`src/cte_params.svh`:
```
// Constants of the coprocessor transfer executor
`ifndef CTE_PARAMS_SVH
`define CTE_PARAMS_SVH

// Instruction field positions
`define CTE_F_COND_HI 31
`define CTE_F_COND_LO 28
`define CTE_F_CLS_HI 27
`define CTE_F_CLS4_LO 24
`define CTE_F_CLS3_LO 25
`define CTE_F_P 24
`define CTE_F_U 23
`define CTE_F_N 22
`define CTE_F_W 21
`define CTE_F_L 20
`define CTE_F_BASE_HI 19
`define CTE_F_BASE_LO 16
`define CTE_F_RD_HI 15
`define CTE_F_RD_LO 12
`define CTE_F_UNIT_HI 11
`define CTE_F_UNIT_LO 8
`define CTE_F_OFS_HI 7
`define CTE_F_OFS_LO 0
`define CTE_F_RT 4

// Class codes and special numbers
`define CTE_CLS_XFER 3'h6
`define CTE_CLS_UNIT 4'he
`define CTE_CTRL_UNIT 4'hf
`define CTE_PC_REG 4'hf
`define CTE_CFG_PRIMARY 4'h1

// Address arithmetic
`define CTE_OFS_SHIFT 2
`define CTE_WORD_STEP 32'h4
`define CTE_BASE_PC_ADJ 32'h8
`define CTE_SRC_PC_ADJ 32'hc

// Timing of a control register access
`define CTE_INT_CYCLES 2'h3

// Software register map
`define CTE_OFS_CFG 4'h0
`define CTE_OFS_STAT 4'h4
`define CTE_CFG_RST 32'h0
`define CTE_CFG_ASSIST 0
`define CTE_STAT_BUSY 0
`define CTE_STAT_UNDEF 1
`define CTE_STAT_ABORT 2
`define CTE_FLAG_HI 31
`define CTE_FLAG_LO 28

`endif

```
`src/cte_pkg.sv`:
```
// Types of the coprocessor transfer executor
package cte_pkg;
    typedef enum logic [2:0] {
        CTE_IDLE,
        CTE_FETCH,
        CTE_INT,
        CTE_WALK
    } cte_state_t;

    typedef enum logic [1:0] {
        CTE_K_NONE,
        CTE_K_SKIP,
        CTE_K_CTRL,
        CTE_K_UNDEF
    } cte_kind_t;
endpackage : cte_pkg

```
`src/cte_cond_eval.sv`:
```
// Condition field test against the NZCV flags
`timescale 1ns/100ps
module cte_cond_eval (
    input  wire logic [3:0] cond,
    input  wire logic [3:0] nzcv,
    output logic            pass
);
    logic n, z, c, v;
    assign {n, z, c, v} = nzcv;

    // Standard sixteen condition codes, last one never passes
    always_comb begin
        case (cond)
            4'h0:    pass = z;
            4'h1:    pass = !z;
            4'h2:    pass = c;
            4'h3:    pass = !c;
            4'h4:    pass = n;
            4'h5:    pass = !n;
            4'h6:    pass = v;
            4'h7:    pass = !v;
            4'h8:    pass = c && !z;
            4'h9:    pass = !c || z;
            4'ha:    pass = (n == v);
            4'hb:    pass = (n != v);
            4'hc:    pass = !z && (n == v);
            4'hd:    pass = z || (n != v);
            4'he:    pass = 1'b1;
            default: pass = 1'b0;
        endcase
    end
endmodule : cte_cond_eval

```
`src/cte_addr_gen.sv`:
```
// First transfer address and modified base for load/store
`timescale 1ns/100ps
`include "cte_params.svh"
module cte_addr_gen (
    input  wire logic [31:0] base,
    input  wire logic [7:0]  ofs_words,
    input  wire logic        up,
    input  wire logic        pre,
    output logic [31:0]      xfer_addr,
    output logic [31:0]      mod_base
);
    logic [31:0] scaled;

    // Unsigned word count scaled to bytes
    assign scaled = {24'h0, ofs_words} << `CTE_OFS_SHIFT;
    // Plain 32-bit sum, carry dropped on purpose
    assign mod_base = up ? base + scaled : base - scaled;
    // Low bits are never masked; misaligned bases pass through
    assign xfer_addr = pre ? mod_base : base;
endmodule : cte_addr_gen

```
`src/cte_exec.sv`:
```
// Coprocessor transfer executor: decode, control unit, address walk
`timescale 1ns/100ps
`include "cte_params.svh"
module cte_exec (
    input  wire logic        ref_clk,
    input  wire logic        resetn,
    input  wire logic        instr_valid,
    output logic             instr_ready,
    input  wire logic [31:0] instr_word,
    input  wire logic [31:0] instr_pc,
    input  wire logic [3:0]  flags_in,
    input  wire logic [31:0] src_reg_data,
    output logic             instr_done,
    output logic             undef_trap,
    output logic             rd_we,
    output logic [3:0]       rd_idx,
    output logic [31:0]      rd_data,
    output logic             flags_we,
    output logic [3:0]       flags_out,
    input  wire logic        walk_start,
    output logic             walk_ready,
    input  wire logic [31:0] walk_instr,
    input  wire logic [31:0] walk_pc,
    input  wire logic [31:0] walk_base,
    input  wire logic [3:0]  walk_words,
    output logic             walk_done,
    output logic             mem_req,
    output logic [31:0]      mem_addr,
    output logic             mem_write,
    output logic             mem_long,
    output logic [3:0]       mem_unit,
    input  wire logic        mem_abort,
    output logic             abort_trap,
    output logic             base_we,
    output logic [3:0]       base_idx,
    output logic [31:0]      base_data,
    input  wire logic [3:0]  reg_addr,
    input  wire logic [31:0] reg_wdata,
    input  wire logic        reg_wr,
    input  wire logic        reg_rd,
    output logic [31:0]      reg_rdata
);
    cte_pkg::cte_state_t state_reg;
    cte_pkg::cte_kind_t  kind;
    logic        cond_ok;
    logic        acc;
    logic        walk_go;
    logic        is_rt;
    logic        is_xfer;
    logic        is_unit;
    logic [3:0]  unit_no;
    logic [1:0]  int_cnt_reg;
    logic [31:0] cfg_reg;
    logic        undef_seen_reg;
    logic        abort_seen_reg;
    logic [31:0] op_word_reg;
    logic [31:0] op_pc_reg;
    logic [31:0] op_src_reg;
    logic [31:0] xfer_word_reg;
    logic [31:0] pc_base;
    logic [31:0] start_addr;
    logic [31:0] start_mod;
    logic [31:0] walk_mod_reg;
    logic [3:0]  walk_cnt_reg;
    logic        walk_w_reg;
    logic [3:0]  walk_bidx_reg;
    logic        walk_end;
    logic        cfg_hit;

    // Condition test of the offered instruction
    cte_cond_eval u_cond (
        .cond (instr_word[`CTE_F_COND_HI:`CTE_F_COND_LO]),
        .nzcv (flags_in),
        .pass (cond_ok)
    );

    // Program counter base reads as instruction address plus eight
    assign pc_base = (walk_instr[`CTE_F_BASE_HI:`CTE_F_BASE_LO] == `CTE_PC_REG) ?
                     walk_pc + `CTE_BASE_PC_ADJ : walk_base;

    cte_addr_gen u_addr (
        .base      (pc_base),
        .ofs_words (walk_instr[`CTE_F_OFS_HI:`CTE_F_OFS_LO]),
        .up        (walk_instr[`CTE_F_U]),
        .pre       (walk_instr[`CTE_F_P]),
        .xfer_addr (start_addr),
        .mod_base  (start_mod)
    );

    // Instruction class decode
    assign is_unit = instr_word[`CTE_F_CLS_HI:`CTE_F_CLS4_LO] == `CTE_CLS_UNIT;
    assign is_rt   = is_unit && instr_word[`CTE_F_RT];
    assign is_xfer = instr_word[`CTE_F_CLS_HI:`CTE_F_CLS3_LO] == `CTE_CLS_XFER;
    assign unit_no = instr_word[`CTE_F_UNIT_HI:`CTE_F_UNIT_LO];

    // Only the control unit answers; every other coprocessor form traps
    always_comb begin
        if (!cond_ok) begin
            kind = cte_pkg::CTE_K_SKIP;
        end else if (is_rt && unit_no == `CTE_CTRL_UNIT) begin
            kind = cte_pkg::CTE_K_CTRL;
        end else if (is_rt || is_xfer || is_unit) begin
            kind = cte_pkg::CTE_K_UNDEF;
        end else begin
            kind = cte_pkg::CTE_K_NONE;
        end
    end

    // Offered instructions win over a walk request in the same cycle
    assign instr_ready = (state_reg == cte_pkg::CTE_IDLE);
    assign acc         = instr_valid && instr_ready;
    assign walk_ready  = instr_ready && !instr_valid && cfg_reg[`CTE_CFG_ASSIST];
    assign walk_go     = walk_start && walk_ready;
    assign walk_end    = mem_abort || (walk_cnt_reg <= 4'h1);

    // Sequencer: control access is one fetch then three internal cycles
    always_ff @(posedge ref_clk or negedge resetn) begin
        if (!resetn) begin
            state_reg   <= cte_pkg::CTE_IDLE;
            int_cnt_reg <= 2'h0;
        end else begin
            case (state_reg)
                cte_pkg::CTE_IDLE: begin
                    int_cnt_reg <= 2'h0;
                    if (acc && kind == cte_pkg::CTE_K_CTRL) begin
                        state_reg <= cte_pkg::CTE_FETCH;
                    end else if (walk_go) begin
                        state_reg <= cte_pkg::CTE_WALK;
                    end
                end
                cte_pkg::CTE_FETCH: begin
                    state_reg <= cte_pkg::CTE_INT;
                end
                cte_pkg::CTE_INT: begin
                    int_cnt_reg <= int_cnt_reg + 2'h1;
                    if (int_cnt_reg == `CTE_INT_CYCLES - 2'h1) begin
                        state_reg <= cte_pkg::CTE_IDLE;
                    end
                end
                cte_pkg::CTE_WALK: begin
                    if (walk_end) begin
                        state_reg <= cte_pkg::CTE_IDLE;
                    end
                end
                default: state_reg <= cte_pkg::CTE_IDLE;
            endcase
        end
    end

    // Operand capture; program counter as source is sent as PC+12
    always_ff @(posedge ref_clk or negedge resetn) begin
        if (!resetn) begin
            op_word_reg <= 32'h0;
            op_pc_reg   <= 32'h0;
            op_src_reg  <= 32'h0;
        end else if (acc) begin
            op_word_reg <= instr_word;
            op_pc_reg   <= instr_pc;
            if (instr_word[`CTE_F_RD_HI:`CTE_F_RD_LO] == `CTE_PC_REG) begin
                op_src_reg <= instr_pc + `CTE_SRC_PC_ADJ;
            end else begin
                op_src_reg <= src_reg_data;
            end
        end
    end

    // Control register hit: unit-side register select
    assign cfg_hit = op_word_reg[`CTE_F_BASE_HI:`CTE_F_BASE_LO] == `CTE_CFG_PRIMARY;

    // Word read from the control unit, sampled in the fetch cycle
    always_ff @(posedge ref_clk or negedge resetn) begin
        if (!resetn) begin
            xfer_word_reg <= 32'h0;
        end else if (state_reg == cte_pkg::CTE_FETCH) begin
            xfer_word_reg <= cfg_hit ? cfg_reg : 32'h0;
        end
    end

    // Configuration word: core moves land on the last internal cycle
    always_ff @(posedge ref_clk or negedge resetn) begin
        if (!resetn) begin
            cfg_reg <= `CTE_CFG_RST;
        end else if (state_reg == cte_pkg::CTE_INT &&
                     int_cnt_reg == `CTE_INT_CYCLES - 2'h1 &&
                     !op_word_reg[`CTE_F_L] && cfg_hit) begin
            cfg_reg <= op_src_reg;
        end else if (reg_wr && reg_addr == `CTE_OFS_CFG) begin
            cfg_reg <= reg_wdata;
        end
    end

    // Completion pulses and core register results
    always_ff @(posedge ref_clk or negedge resetn) begin
        if (!resetn) begin
            instr_done <= 1'b0;
            undef_trap <= 1'b0;
            rd_we      <= 1'b0;
            rd_idx     <= 4'h0;
            rd_data    <= 32'h0;
            flags_we   <= 1'b0;
            flags_out  <= 4'h0;
        end else begin
            instr_done <= 1'b0;
            undef_trap <= 1'b0;
            rd_we      <= 1'b0;
            flags_we   <= 1'b0;
            if (acc && kind != cte_pkg::CTE_K_CTRL) begin
                instr_done <= 1'b1;
                undef_trap <= (kind == cte_pkg::CTE_K_UNDEF);
            end else if (state_reg == cte_pkg::CTE_INT &&
                         int_cnt_reg == `CTE_INT_CYCLES - 2'h1) begin
                instr_done <= 1'b1;
                if (op_word_reg[`CTE_F_L]) begin
                    // Unit to core; program counter target takes only the flags
                    if (op_word_reg[`CTE_F_RD_HI:`CTE_F_RD_LO] == `CTE_PC_REG) begin
                        flags_we  <= 1'b1;
                        flags_out <= xfer_word_reg[`CTE_FLAG_HI:`CTE_FLAG_LO];
                    end else begin
                        rd_we   <= 1'b1;
                        rd_idx  <= op_word_reg[`CTE_F_RD_HI:`CTE_F_RD_LO];
                        rd_data <= xfer_word_reg;
                    end
                end
            end
        end
    end

    // Address walk; the unit owns the word count
    always_ff @(posedge ref_clk or negedge resetn) begin
        if (!resetn) begin
            mem_addr     <= 32'h0;
            walk_cnt_reg <= 4'h0;
            walk_mod_reg <= 32'h0;
            walk_w_reg   <= 1'b0;
            walk_bidx_reg <= 4'h0;
            mem_write    <= 1'b0;
            mem_long     <= 1'b0;
            mem_unit     <= 4'h0;
        end else if (walk_go) begin
            mem_addr     <= start_addr;
            walk_cnt_reg <= walk_words;
            walk_mod_reg <= start_mod;
            walk_w_reg   <= walk_instr[`CTE_F_W];
            walk_bidx_reg <= walk_instr[`CTE_F_BASE_HI:`CTE_F_BASE_LO];
            mem_write    <= !walk_instr[`CTE_F_L];
            mem_long     <= walk_instr[`CTE_F_N];
            mem_unit     <= walk_instr[`CTE_F_UNIT_HI:`CTE_F_UNIT_LO];
        end else if (state_reg == cte_pkg::CTE_WALK && !walk_end) begin
            mem_addr     <= mem_addr + `CTE_WORD_STEP;
            walk_cnt_reg <= walk_cnt_reg - 4'h1;
        end
    end

    assign mem_req = (state_reg == cte_pkg::CTE_WALK);

    // Walk end: write-back only on W, also after an abort
    always_ff @(posedge ref_clk or negedge resetn) begin
        if (!resetn) begin
            walk_done  <= 1'b0;
            abort_trap <= 1'b0;
            base_we    <= 1'b0;
            base_idx   <= 4'h0;
            base_data  <= 32'h0;
        end else begin
            walk_done  <= 1'b0;
            abort_trap <= 1'b0;
            base_we    <= 1'b0;
            if (mem_req && walk_end) begin
                walk_done  <= 1'b1;
                abort_trap <= mem_abort;
                base_we    <= walk_w_reg;
                base_idx   <= walk_bidx_reg;
                base_data  <= walk_mod_reg;
            end
        end
    end

    // Event flags; a new event beats a software clear
    always_ff @(posedge ref_clk or negedge resetn) begin
        if (!resetn) begin
            undef_seen_reg <= 1'b0;
            abort_seen_reg <= 1'b0;
        end else begin
            if (undef_trap) begin
                undef_seen_reg <= 1'b1;
            end else if (reg_wr && reg_addr == `CTE_OFS_STAT &&
                         reg_wdata[`CTE_STAT_UNDEF]) begin
                undef_seen_reg <= 1'b0;
            end
            if (abort_trap) begin
                abort_seen_reg <= 1'b1;
            end else if (reg_wr && reg_addr == `CTE_OFS_STAT &&
                         reg_wdata[`CTE_STAT_ABORT]) begin
                abort_seen_reg <= 1'b0;
            end
        end
    end

    // Read port; unmapped offsets read zero
    always_ff @(posedge ref_clk or negedge resetn) begin
        if (!resetn) begin
            reg_rdata <= 32'h0;
        end else if (reg_rd) begin
            case (reg_addr)
                `CTE_OFS_CFG:  reg_rdata <= cfg_reg;
                `CTE_OFS_STAT: reg_rdata <= {29'h0, abort_seen_reg, undef_seen_reg,
                                             state_reg != cte_pkg::CTE_IDLE};
                default:       reg_rdata <= 32'h0;
            endcase
        end else begin
            reg_rdata <= 32'h0;
        end
    end

    // Checks of the documented behaviour
    property p_undef_unit;
        @(posedge ref_clk) disable iff (!resetn)
        acc && cond_ok && is_rt && unit_no != `CTE_CTRL_UNIT |=> undef_trap && instr_done;
    endproperty
    a_undef_unit: assert property (p_undef_unit) else $error("other unit did not trap");

    property p_undef_xfer;
        @(posedge ref_clk) disable iff (!resetn)
        acc && cond_ok && is_xfer |=> undef_trap;
    endproperty
    a_undef_xfer: assert property (p_undef_xfer) else $error("load/store did not trap");

    property p_skip;
        @(posedge ref_clk) disable iff (!resetn)
        acc && !cond_ok |=> instr_done && !undef_trap && !rd_we && !flags_we;
    endproperty
    a_skip: assert property (p_skip) else $error("failed condition had effect");

    property p_ctrl_time;
        @(posedge ref_clk) disable iff (!resetn)
        acc && kind == cte_pkg::CTE_K_CTRL |=> !instr_done [*4] ##1 instr_done;
    endproperty
    a_ctrl_time: assert property (p_ctrl_time) else $error("control access not 1+3 cycles");

    property p_flags;
        @(posedge ref_clk) disable iff (!resetn)
        flags_we |-> !rd_we && flags_out == xfer_word_reg[31:28];
    endproperty
    a_flags: assert property (p_flags) else $error("flags not from word top bits");

    property p_src_pc;
        @(posedge ref_clk) disable iff (!resetn)
        acc && kind == cte_pkg::CTE_K_CTRL && !instr_word[`CTE_F_L] &&
        instr_word[`CTE_F_BASE_HI:`CTE_F_BASE_LO] == `CTE_CFG_PRIMARY &&
        instr_word[`CTE_F_RD_HI:`CTE_F_RD_LO] == `CTE_PC_REG
        |-> ##5 cfg_reg == $past(instr_pc, 5) + 32'hc;
    endproperty
    a_src_pc: assert property (p_src_pc) else $error("PC source not PC+12");

    property p_first_addr;
        @(posedge ref_clk) disable iff (!resetn)
        walk_go |=> mem_req && mem_addr == $past(start_addr);
    endproperty
    a_first_addr: assert property (p_first_addr) else $error("first address wrong");

    property p_step;
        @(posedge ref_clk) disable iff (!resetn)
        mem_req && !walk_end |=> mem_req && mem_addr == $past(mem_addr) + 32'h4;
    endproperty
    a_step: assert property (p_step) else $error("address did not step one word");

    property p_abort;
        @(posedge ref_clk) disable iff (!resetn)
        mem_req && mem_abort |=> abort_trap && base_we == walk_w_reg && !mem_req;
    endproperty
    a_abort: assert property (p_abort) else $error("abort handling wrong");

    property p_wb;
        @(posedge ref_clk) disable iff (!resetn)
        base_we |-> walk_w_reg && walk_done && base_data == walk_mod_reg;
    endproperty
    a_wb: assert property (p_wb) else $error("write-back without W bit");

    c_undef: cover property (@(posedge ref_clk) disable iff (!resetn) undef_trap);
    c_ctrl: cover property (@(posedge ref_clk) disable iff (!resetn) rd_we || flags_we);
    c_abort: cover property (@(posedge ref_clk) disable iff (!resetn) abort_trap && base_we);
    c_walk: cover property (@(posedge ref_clk) disable iff (!resetn)
                            walk_done && !abort_trap);
endmodule : cte_exec

```
`config.mk`:
```
export PLATFORM = sky130hd
export DESIGN_NAME = cte_exec
export DESIGN_NICKNAME = d
export VERILOG_FILES = /design/src/cte_pkg.sv /design/src/cte_cond_eval.sv /design/src/cte_addr_gen.sv /design/src/cte_exec.sv
export VERILOG_INCLUDE_DIRS = /design/src /design/src/src
export SDC_FILE = /design/constraint.sdc
export NUM_CORES = 1
export LEC_CHECK = 0
export BUFFER_PORTS_ARGS = -buffer_cell sky130_fd_sc_hd__buf_2
export CORE_UTILIZATION = 45
export CTS_CLUSTER_SIZE = 40
export DETAILED_ROUTE_END_ITERATION = 7
export PLACE_DENSITY = 0.69
export SLEW_MARGIN = 20
export SYNTH_ARGS = -nofsm -noshare
export SYNTH_HDL_FRONTEND = slang
export SYNTH_SLANG_ARGS = --single-unit
```
`constraint.sdc`:
```
create_clock -name ref_clk -period 2.9 [get_ports ref_clk]
set_input_delay 0.435 -clock ref_clk [delete_from_list [all_inputs] [get_ports ref_clk]]
set_output_delay 0.435 -clock ref_clk [all_outputs]
set_load 0.01 [all_outputs]
```
==> impl_results.md, run 1 <==
* Status: finished with violations
* Failing checks: negative setup slack
* Fill cell count at 2872
* Worst EP arrival at 3480 ps
* Maximum vdd drop at 0.467 mV
* Area contributors post-synth: dfrtp_1 48%, nand2_1 7.4%, mux2_2 4.1%
* Die Footprint at 35900 um2
* Placed Area at 19800 um2
* Drt first pass iters at 5
* Worst Hold Launch: walk_instr[8]
* Starting Density at 45.8%
* Worst-margin pin slew at ~890 ps
* Routed Antenna Nets at 0
* Via count at 14298
* Max_slew headroom at between 40% and 50%
* Area leader, netlist: dfrtp_1
* Worst Hold Depth at 3
* Yosys warnings at 0
* Critical Path RT at 3340 ps
* Ports at 399
* Fin cells at 2698
* Met1 Use GR at approximately 35%
* Commonest non-fill, non-tap cell in the layout: buf_2
* Clk sinks at 305
* Layout Nets at 2496
* Worst-Skew Late Latency at 570 ps
* FP Rows at between 60 and 70
* Period utilisation layout at 105%
* Area grow syn2layout at 37.0%
* Crit path cell chain: buf_6 -> and3_4 -> nand4_1 -> nor3_4 -> buf_4 -> xnor2_2 -> o21ai_2 -> ha_4 -> a21o_1 -> and3_4 -> a221o_2 -> a41oi_4 -> buf_6 -> o41ai_4 -> xnor2_1 -> o21ai_1 -> o21ai_1
* Fin. max-slew vios at 0
* CTS tree: done
* Reg2Reg Setup Slack at between 100 and 150 ps
* Post-synthesis cell area at 15800 um2
* Startpoint types: input pin
* GR Util met2 at 43.5%
* Drt via density at 5.30
* Cell Pwr Density at around 780 nW/um2
* Commonest non-fill, non-tap cells in the layout: 367 x buf_2, 307 x nand2_1, 305 x dfrtp_1
* RD Place Congestion at 0.910
* GR Util All Layers at 26.1%
* Gr ovfl total at 0
* Post-synth EDFFs at 0
* Hold Vio Cnt, Final at 0
* Register-to-Register Path Depth at 10
* Layer with the highest usage: met2
* Clock input transition at the sequential cells of the worst setup and hold paths at ~70 ps
* Fin Hold WS at between 50 and 60 ps
* RR Startpoint: walk_cnt_reg[0]
* Most used DFF post-synth: dfrtp_1
* Worst setup slack after layout at -139 ps
* Sequential share of the synthesized area at 48.3%
* CP peak stage delay at 370 ps
* Crit path kind: in -> reg
* DRC viols at 0
* Wire length per cell at 17.7 um
* CP max-delay cell: a221o_2
* Longest Clk Path Bufs at 3
* R2r endpoint: mem_addr[31]
* Post-DP HPWL at 35.8 mm
* Final wirelength at 47.9 mm
* Clock Tree Root: clkbuf_16
* Sequential cell area at 7630 um2
* RSZ-0062 raised after global routing: yes
* Share of layout cells above drive strength 1 at between 30% and 40%
* Post-synth top area share at between 40% and 50%
* Worst slack at placement at -766 ps
* Placeable core region at 34500 um2
* Synth Net Count at about 1900
* Worst min-delay path category: in -> reg
* Largest net degree at the start of global routing at 86
* Number of global-route vias before repair at 13928
* Initial antenna violation count at 5
* Die extent in y at 189 um
* Die width at 189 um
* IO buf count at around 380
* Fin Clk Skew at 29.9 ps
* Max Fclk at 329 MHz
* Global-route wire length before repair at 74.4 mm
* TritonCTS Buffers at 31
* CP Max Fanout at 4
* Inst Count DP at 2612
* Count of cell types in the netlist at 80
* End point of the worst hold path: mem_unit[0]
* Finish-stage setup viols at 9
* CP delay by family, top: compound AO/OA/AOI/OAI gates
* Met3 Use GR at 2.59%
* DR iter-0 viols at between 800 and 900
* Flop and latch count out of synthesis at 305
* Number of max-cap violations at 0
* Minimum clock period at 3040 ps
* Crit end category: register
* Multi-input logic area at roughly 8300 um2
* Leakage at 0.0107 uW
* Async set-or-reset flop fraction in the synthesized netlist at 100%
* Crit path buf inv count at 3
* Final instance area at 21700 um2
* H-Tree Depth at 1
* Gate Count Post-Synth at 1644
* Synthesized area per cell at around 9.6 um2
-- how the worst max path moves through the flow --
| stage | slack, ps | startpoint | end | depth (start not counted) |
|---|---|---|---|---|
| after floorplan | -380 | walk_pc[6] | mem_addr[29] | 14 |
| after global placement | -650 | walk_pc[6] | mem_addr[29] | 16 |
| after detailed placement | -770 | walk_pc[6] | mem_addr[29] | 16 |
| after CTS | -10 | walk_instr[1] | mem_addr[29] | 17 |
| after global routing | -220 | walk_pc[6] | mem_addr[31] | 17 |
| final | -140 | walk_pc[6] | mem_addr[31] | 17 |
-- cells by family (layout without fill, tap and decap cells) --
group | after synthesis | after routing | synth area share (%)
other | 0 | 7 | 0
adder cells (fa/ha/maj) | 38 | 38 | 3.06
XOR/XNOR | 117 | 117 | 6.48
AND/OR/NAND/NOR | 610 | 610 | 17.4
multiplexers | 110 | 110 | 7.43
AO/OA/AOI/OAI | 356 | 356 | 14.2
flip-flops | 305 | 305 | 48.3
buffers and inverters | 108 | 700 | 3.13
-- per-layer routing --
metal,vias up,share of wire (%),wire [um]
met5,-,0.040,19
met4,2,4.1,1940
met3,109,4.8,2310
met2,462,48,23000
met1,6885,43,20600
li1,6840,-,-
-- stage by stage --
stage,util [%],power [uW],TNS (ps)
final,62.7,16900,-706
after global routing,62.7,18000,-1960
after CTS,60.6,16800,-20.6
after detailed placement,57.3,12600,-21790
after global placement,57.3,12400,-18710
after floorplan,-,10100,-4250
-- what timing repair did --
action / in CTS / in global routing
setup buffers: 7 / 17
hold buffers: 1 / 0
gates cloned: 0 / 1
resized for setup: 13 / 103
pin swaps: 9 / 38
endpoints found under the hold margin: 65 / 0
setup endpoints to repair: 14 / 33
-- report_power, final --
group	total, uW	leakage [uW]	switching, uW	internal [uW]
Combinational	5600	0.00630	2940	2660
Clock	4140	0.000518	1650	2490
Sequential	7180	0.00388	1200	5980
Total	16900	0.0107	5790	11100
-- layout make-up --
class	instances	area share (%)
multi-input cells	1231	38.5
flip-flops and latches	305	35.2
repair buffers	617	18.1
clock buffers	45	4.15
well taps	455	2.63
clock inverters	9	0.705
inverters	29	0.526
diodes	7	0.0809
-- Yosys cell counts (3+ instances only) --
cell / instances
buf_2: 6
dfrtp_1: 305
ha_1: 37
o21bai_1: 6
o22a_1: 5
o22ai_1: 9
inv_1: 27
o21ai_2: 4
a41oi_1: 3
a21o_1: 14
nand4_1: 24
a31oi_1: 3
o211ai_1: 4
o21ai_1: 18
a22oi_1: 4
nand3_1: 40
o21ai_0: 98
and4_1: 6
a22o_1: 32
and2_1: 33
xnor2_1: 55
clkbuf_8: 7
mux2i_1: 52
nor3_1: 8
a211oi_1: 7
nor4b_1: 3
a21oi_1: 117
o21a_1: 7
or3_1: 9
nand2b_1: 5
nand2_1: 310
xor2_1: 62
nor2b_1: 7
and3_1: 15
and3_2: 3
mux2_2: 58
buf_1: 7
clkbuf_1: 57
nor2_1: 129
-- worst register-to-register path, stage by stage (launching register included) --
cell and delay [ps]:
dfrtp_1 410, inv_1 70, ha_1 210, or2_1 280
a211oi_4 370, nand4_2 310, nor2_2 290, nand2_1 140
nor3_1 310, xnor2_1 180, o21ai_1 70
(Power assumes the default switching activity.)
==> inputs of run 2 (changes only) <==
--- a/config.mk
+++ b/config.mk
@@ -7,10 +7,9 @@
 export NUM_CORES = 1
 export LEC_CHECK = 0
 export BUFFER_PORTS_ARGS = -buffer_cell sky130_fd_sc_hd__buf_2
-export CORE_UTILIZATION = 45
+export CORE_UTILIZATION = 35
 export CTS_CLUSTER_SIZE = 40
 export DETAILED_ROUTE_END_ITERATION = 7
-export PLACE_DENSITY = 0.69
 export SLEW_MARGIN = 20
 export SYNTH_ARGS = -nofsm -noshare
 export SYNTH_HDL_FRONTEND = slang
==> run 2 against run 1 <==
The flow still finishes with violations (negative setup slack). Count of clock-buffer cells in the layout grew 5. Cell area grew 0.69%. Sequential cell count is the same. Non-clock buffer count shrank 8. Wire length grew 5.2%. Clock power grew 8.2%. Combinational power is essentially flat. Highest routed layer unchanged.
==> impl_results.md, run 2 (synthesis results as in run 1) <==
* Status: finished with violations
* Failing checks: negative setup slack
* Clock input transition at the sequential cells of the worst setup and hold paths at 60 ps
* Fill cell count at 4194
* FP Rows at 77
* Commonest non-fill, non-tap cells in the layout: 367 x buf_2, 306 x nand2_1, 305 x dfrtp_1
* Fin Hold WS at 99.3 ps
* Crit end category: register
* Max_slew headroom at between 50% and 60%
* IO buf count at 377
* Crit path top cell by count: buf_6
* Die extent in y at 214 um
* RD Place Congestion at 0.907
* Die width at 214 um
* Layout Nets at 2492
* CTS tree: done
* CP max-delay cell: a221o_2
* Commonest non-fill, non-tap cell in the layout: buf_2
* Routed Antenna Nets at 0
* Worst-Skew Late Latency at 540 ps
* Leakage at roughly 0.011 uW
* Largest net degree at the start of global routing at 82
* Maximum vdd drop at roughly 0.42 mV
* Startpoint types: input pin
* Period utilisation layout at 103%
* CP peak stage delay at 380 ps
* Global-route wire length before repair at 78.5 mm
* Placeable core region at 44400 um2
* Crit path buf inv count at 3
* Number of global-route vias before repair at around 14000
* Die Footprint at between 40000 and 50000 um2
* Number of max-cap violations at 0
* Longest Clk Path Bufs at 3
* Post-DP HPWL at 37.8 mm
* Fin. max-slew vios at 0
* Max Fclk at between 300 and 400 MHz
* DR iter-0 viols at 966
* CP delay by family, top: compound AO/OA/AOI/OAI gates
* Initial antenna violation count at 4
* Crit path cell chain: buf_6 -> and3_4 -> nand4_1 -> nor3_4 -> buf_6 -> xnor2_2 -> o21ai_2 -> ha_4 -> a21o_1 -> and3_4 -> a221o_2 -> a41oi_4 -> buf_6 -> o41ai_4 -> xnor2_2 -> o21ai_1 -> o21ai_1
* Inst Count DP at 2749
* Drt first pass iters at 7
* Wire length per cell at around 18 um
* Worst min-delay path category: in -> reg
* RSZ-0062 raised after global routing: yes
* Area grow syn2layout at 38.0%
* Crit path kind: in -> reg
* Worst-margin pin slew at between 700 and 800 ps
* Clock Tree Root: clkbuf_16
* CP Max Fanout at 4
* H-Tree Depth at 2
* Final wirelength at between 50 and 60 mm
* TritonCTS Buffers at 35
* Finish-stage setup viols at 8
* Fin util at around half
* DRC viols at 0
* GR Util All Layers at 21.4%
* Cell Pwr Density at 794 nW/um2
* Worst setup slack after layout at -81.3 ps
* Hold Vio Cnt, Final at 0
* Starting Density at 35.6%
* Minimum clock period at 2980 ps
* Design Power at 17300 uW
* Gr ovfl total at 0
* Worst EP arrival at 3400 ps
* Fin Clk Skew at between 20 and 30 ps
* Ports at 399
* Drt via density at ~5.0
* Fin cells at 2832
* Clk sinks at around 310
* Via count at roughly 14000
* Critical Path RT at between 3000 and 4000 ps
* Share of layout cells above drive strength 1 at 37.9%
## run 2: changes by cell type in the layout (fill, tap and decap cells not counted), moves of 3 or more
cell / delta
a211oi_1: -3
a211oi_2: +3
buf_4: -6
clkbuf_16: +4
clkinvlp_4: +3
diode_2: -4
ha_1: +4
ha_4: -3
o21ai_1: +4
o21ai_2: -3
xnor2_1: -3
## run 2: final cells by class
cell class                 instances  area, um2  share of cell area, %
antenna                            3       7.51                 0.0344
clock buffer                      50       1000                   4.60
clock inverter                    13        164                  0.752
inverter                          29        111                  0.511
multi-input combinational       1231       8300                   38.1
sequential                       305       7630                   35.0
tap                              592        741                   3.40
timing repair buffer             609       3850                   17.6
## run 2: routing by layer
layer | share of wire (%) | up-vias | track usage (%) | wire (um)
met5 | 0.020 | - | 0 | 10
met1 | 44 | 6744 | 27.5 | 22100
met2 | 48 | 430 | 36.2 | 24100
li1 | - | 6821 | - | -
met4 | 2.8 | 2 | 7.26 | 1420
met3 | 5.4 | 75 | 3.84 | 2720
## run 2: through the flow
step | TNS [ps] | area, um2 | worst slack (ps)
floorplan | -4250 | 16000 | -384
global placement | -19810 | 20000 | -659
detailed placement | -22100 | 20000 | -717
CTS | -52.1 | 21200 | -32.4
global route | -2230 | 21800 | -198
finish | -273 | 21800 | -81.3
## run 2: repair_timing
item                                    4_1_cts  5_1_grt
cloned                                        0        1
setup buffers                                 1       15
hold endpoints to repair                     48        0
endpoints found under the setup margin       16       32
hold buffers                                  1        0
resized for setup                            20       89
pin swaps                                    15       30
## run 2: worst reg2reg max path, stage by stage (launching register included)
cell,delay [ps]
dfrtp_1,410
inv_1,60
ha_1,210
or2_1,280
a211oi_4,390
nand4_1,310
nor2_4,230
nand2_1,140
nor2_1,130
xor2_1,80
o22ai_1,270
nor3_1,80
## run 2: final timing paths
| kind | start | endpoint | slack [ps] | depth (start not counted) |
|---|---|---|---|---|
| worst max-delay path | walk_pc[6] | mem_addr[31] | -80 | 17 |
| worst min-delay path | walk_instr[20] | mem_write | 100 | 2 |
| max in group asynchronous | resetn | walk_mod_reg[21] | 1670 | 3 |
| worst max register to register | walk_cnt_reg[0] | mem_addr[26] | 200 | 11 |
| worst min register to register | xfer_word_reg[13] | rd_data[13] | 470 | 2 |
| min in group asynchronous | resetn | op_word_reg[19] | 440 | 2 |
## run 2: report_power, final
group          internal (uW)  switching (uW)
registers               5980            1240
logic                   2640            2970
clock network           2630            1850
==> inputs of run 3 (changes only) <==
--- a/config.mk
+++ b/config.mk
@@ -10,6 +10,9 @@
 export CORE_UTILIZATION = 35
 export CTS_CLUSTER_SIZE = 40
 export DETAILED_ROUTE_END_ITERATION = 7
+export PLACE_DENSITY = 0.66
+export REMOVE_ABC_BUFFERS = 1
+export SKIP_CTS_REPAIR_TIMING = 1
 export SLEW_MARGIN = 20
 export SYNTH_ARGS = -nofsm -noshare
 export SYNTH_HDL_FRONTEND = slang
==> run 3 against run 2 <==
The flow still finishes with violations (negative setup slack). Worst setup slack got worse by 150 ps. Combinational power is 0.7% lower. Count of clock-buffer cells in the layout is 4 higher. Sequential cell count did not move. Final cell count grew 0.28%. Global-route usage shrank 0.18 points. Via count is 3.1% higher. Core utilization up 0.19 points.
==> impl_results.md, run 3 (synthesis results as in run 1) <==
* Reg2Reg Setup Slack at 190 ps
* Die Footprint at 46000 um2
* FP Rows at 77
* Design Power at 17100 uW
* Fill cell count at about 4100
* Clk sinks at 305
* Failing checks: negative setup slack
* Max_slew headroom at 44.2%
* Ports at 399
* Worst min-delay path category: in -> reg
* Worst-Skew Late Latency at 520 ps
* DRC viols at 0
* Worst setup slack after layout at -233 ps
* Minimum clock period at approximately 3100 ps
* Crit path kind: in -> reg
* CP peak stage delay at roughly 380 ps
* Internal at 11300 uW
* Number of global-route vias before repair at 14349
* Via count at ~15000
* Placeable core region at 44400 um2
* Commonest non-fill, non-tap cells in the layout: 367 x buf_2, 307 x nand2_1, 305 x dfrtp_1
* IO buf count at 377
* Fin Hold WS at approximately 100 ps
* RSZ-0062 raised after global routing: yes
* Register-to-Register Path Depth at 12
* GR Util All Layers at 21.2%
* Gr ovfl total at 0
* Status: finished with violations
* Leakage at 0.0107 uW
* R2r endpoint: mem_addr[26]
* Fin Clk Skew at between 10 and 15 ps
* Clk pwr share at approximately a quarter
* CP max-delay cell: a221o_2
* H-Tree Depth at 2
* Starting Density at between 30 and 40%
* Clock input transition at the sequential cells of the worst setup and hold paths at 60 ps
* Largest net degree at the start of global routing at 89
* DR iter-0 viols at 935
* Die width at 214 um
* Maximum vdd drop at between 0.4 and 0.5 mV
* Crit end category: register
* CP Max Fanout at 5
* Worst setup path end: mem_addr[29]
* Drt first pass iters at 5
* Worst slack at placement at -882 ps
* Commonest non-fill, non-tap cell in the layout: buf_2
* Area grow syn2layout at 38.5%
* Cell Pwr Density at 781 nW/um2
* Crit path from: walk_pc[7]
* Final wirelength at approximately 51 mm
* Worst Hold Depth at 3
* Post-DP HPWL at 37.0 mm
* Worst-margin pin slew at between 800 and 900 ps
* Seq pwr share at 42.0%
* Wire length per cell at 17.9 um
* TritonCTS Buffers at 36
* Finish-stage setup viols at 19
* RR Startpoint: walk_cnt_reg[0]
* Startpoint types: input pin
* Routed Antenna Nets at 0
* Critical Path RT at 3300 ps
* Sequential cell area at 7630 um2
* Sw Ratio at 34.1%
* Initial antenna violation count at 0
* Multi-input logic area at 8320 um2
* Fin. max-slew vios at 0
* Longest Clk Path Bufs at 3
* Hold Vio Cnt, Final at 0
* Crit path cell chain: buf_8 -> and3_4 -> nand4_1 -> nor3_4 -> buf_6 -> nand3_2 -> xor2_1 -> o21ai_2 -> ha_4 -> a21oi_4 -> o21bai_1 -> a221o_2 -> a41oi_4 -> o31ai_4 -> a31o_1 -> xnor2_2 -> a21oi_1
* Clock Tree Root: clkbuf_16
* Combinational share of power at around 33%
* Die extent in y at around 210 um
* RD Place Congestion at 0.952
* Worst EP arrival at 3530 ps
* Number of max-cap violations at 0
* Share of layout cells above drive strength 1 at 38.3%
* CTS tree: done
* Switching power at 5830 uW
* Layout Nets at 2508
* Diode count at 0
* Global-route wire length before repair at about 80 mm
* Drt via density at 5.11
* Max Fclk at 319 MHz
* Period utilisation layout at 108%
## run 3: cell types whose count changed in the layout (fill, tap and decap cells not counted), sizes merged
cell	previous run	this run
buf	607	622
bufinv	2	1
clkbuf	51	55
diode	3	0
clkinv	5	4
clkinvlp	3	1
inv	32	28
## run 3: how the worst min path moves through the flow
stage / startpoint / end / slack [ps]
5_1_grt: walk_instr[16] / walk_bidx_reg[0] / 70
3_3_place_gp: undef_trap / undef_seen_reg / 440
2_1_floorplan: resetn / abort_seen_reg / 140
6_report: walk_instr[17] / walk_bidx_reg[1] / 100
4_1_cts: resetn / walk_mod_reg[23] / -110
3_5_place_dp: undef_trap / undef_seen_reg / 440
## run 3: stage by stage
stage / instance area (um2) / setup TNS, ps / utilization, % / std cells
final: 21900 / -1890 / 49.3 / 2840
after global routing: 21900 / -3790 / 49.3 / 2840
after CTS: 21000 / -5910 / 47.2 / 2815
after detailed placement: 19900 / -30570 / 44.7 / 2756
after global placement: 19900 / -27350 / 44.7 / 2756
after floorplan: 15400 / -84520 / - / 1565
## run 3: power groups by stage
stage	clock [uW]	combinational [uW]	sequential [uW]
after global placement	0	5220	7150
after floorplan	0	2670	7270
after detailed placement	0	5350	7210
after global routing	4650	6130	7380
after CTS	4460	5370	7170
final	4340	5570	7180
## run 3: area by class of cell
cell class | instances | area share, %
clock buffers | 54 | 4.89
clock inverters | 5 | 0.240
inverters | 29 | 0.497
multi-input cells | 1231 | 38.0
flip-flops and latches | 305 | 34.9
well taps | 592 | 3.38
repair buffers | 624 | 18.1
## run 3: metal layers
metal / share of wire [%] / global-route usage (%) / vias to the layer above / routed length, um
met5: 0 / 0 / - / 0
met4: 2.1 / 5.67 / 0 / 1050
met3: 5.2 / 3.73 / 69 / 2670
met2: 49 / 37.2 / 480 / 25100
met1: 43 / 26.9 / 7118 / 22000
li1: - / - / 6844 / -
## run 3: critical path, delay by kind of cell
kind / cells / cell delay (ps)
XOR/XNOR: 2 / 360
adder cells (fa/ha/maj): 1 / 260
AND/OR/NAND/NOR: 4 / 710
AO/OA/AOI/OAI: 8 / 1550
buffers and inverters: 2 / 220
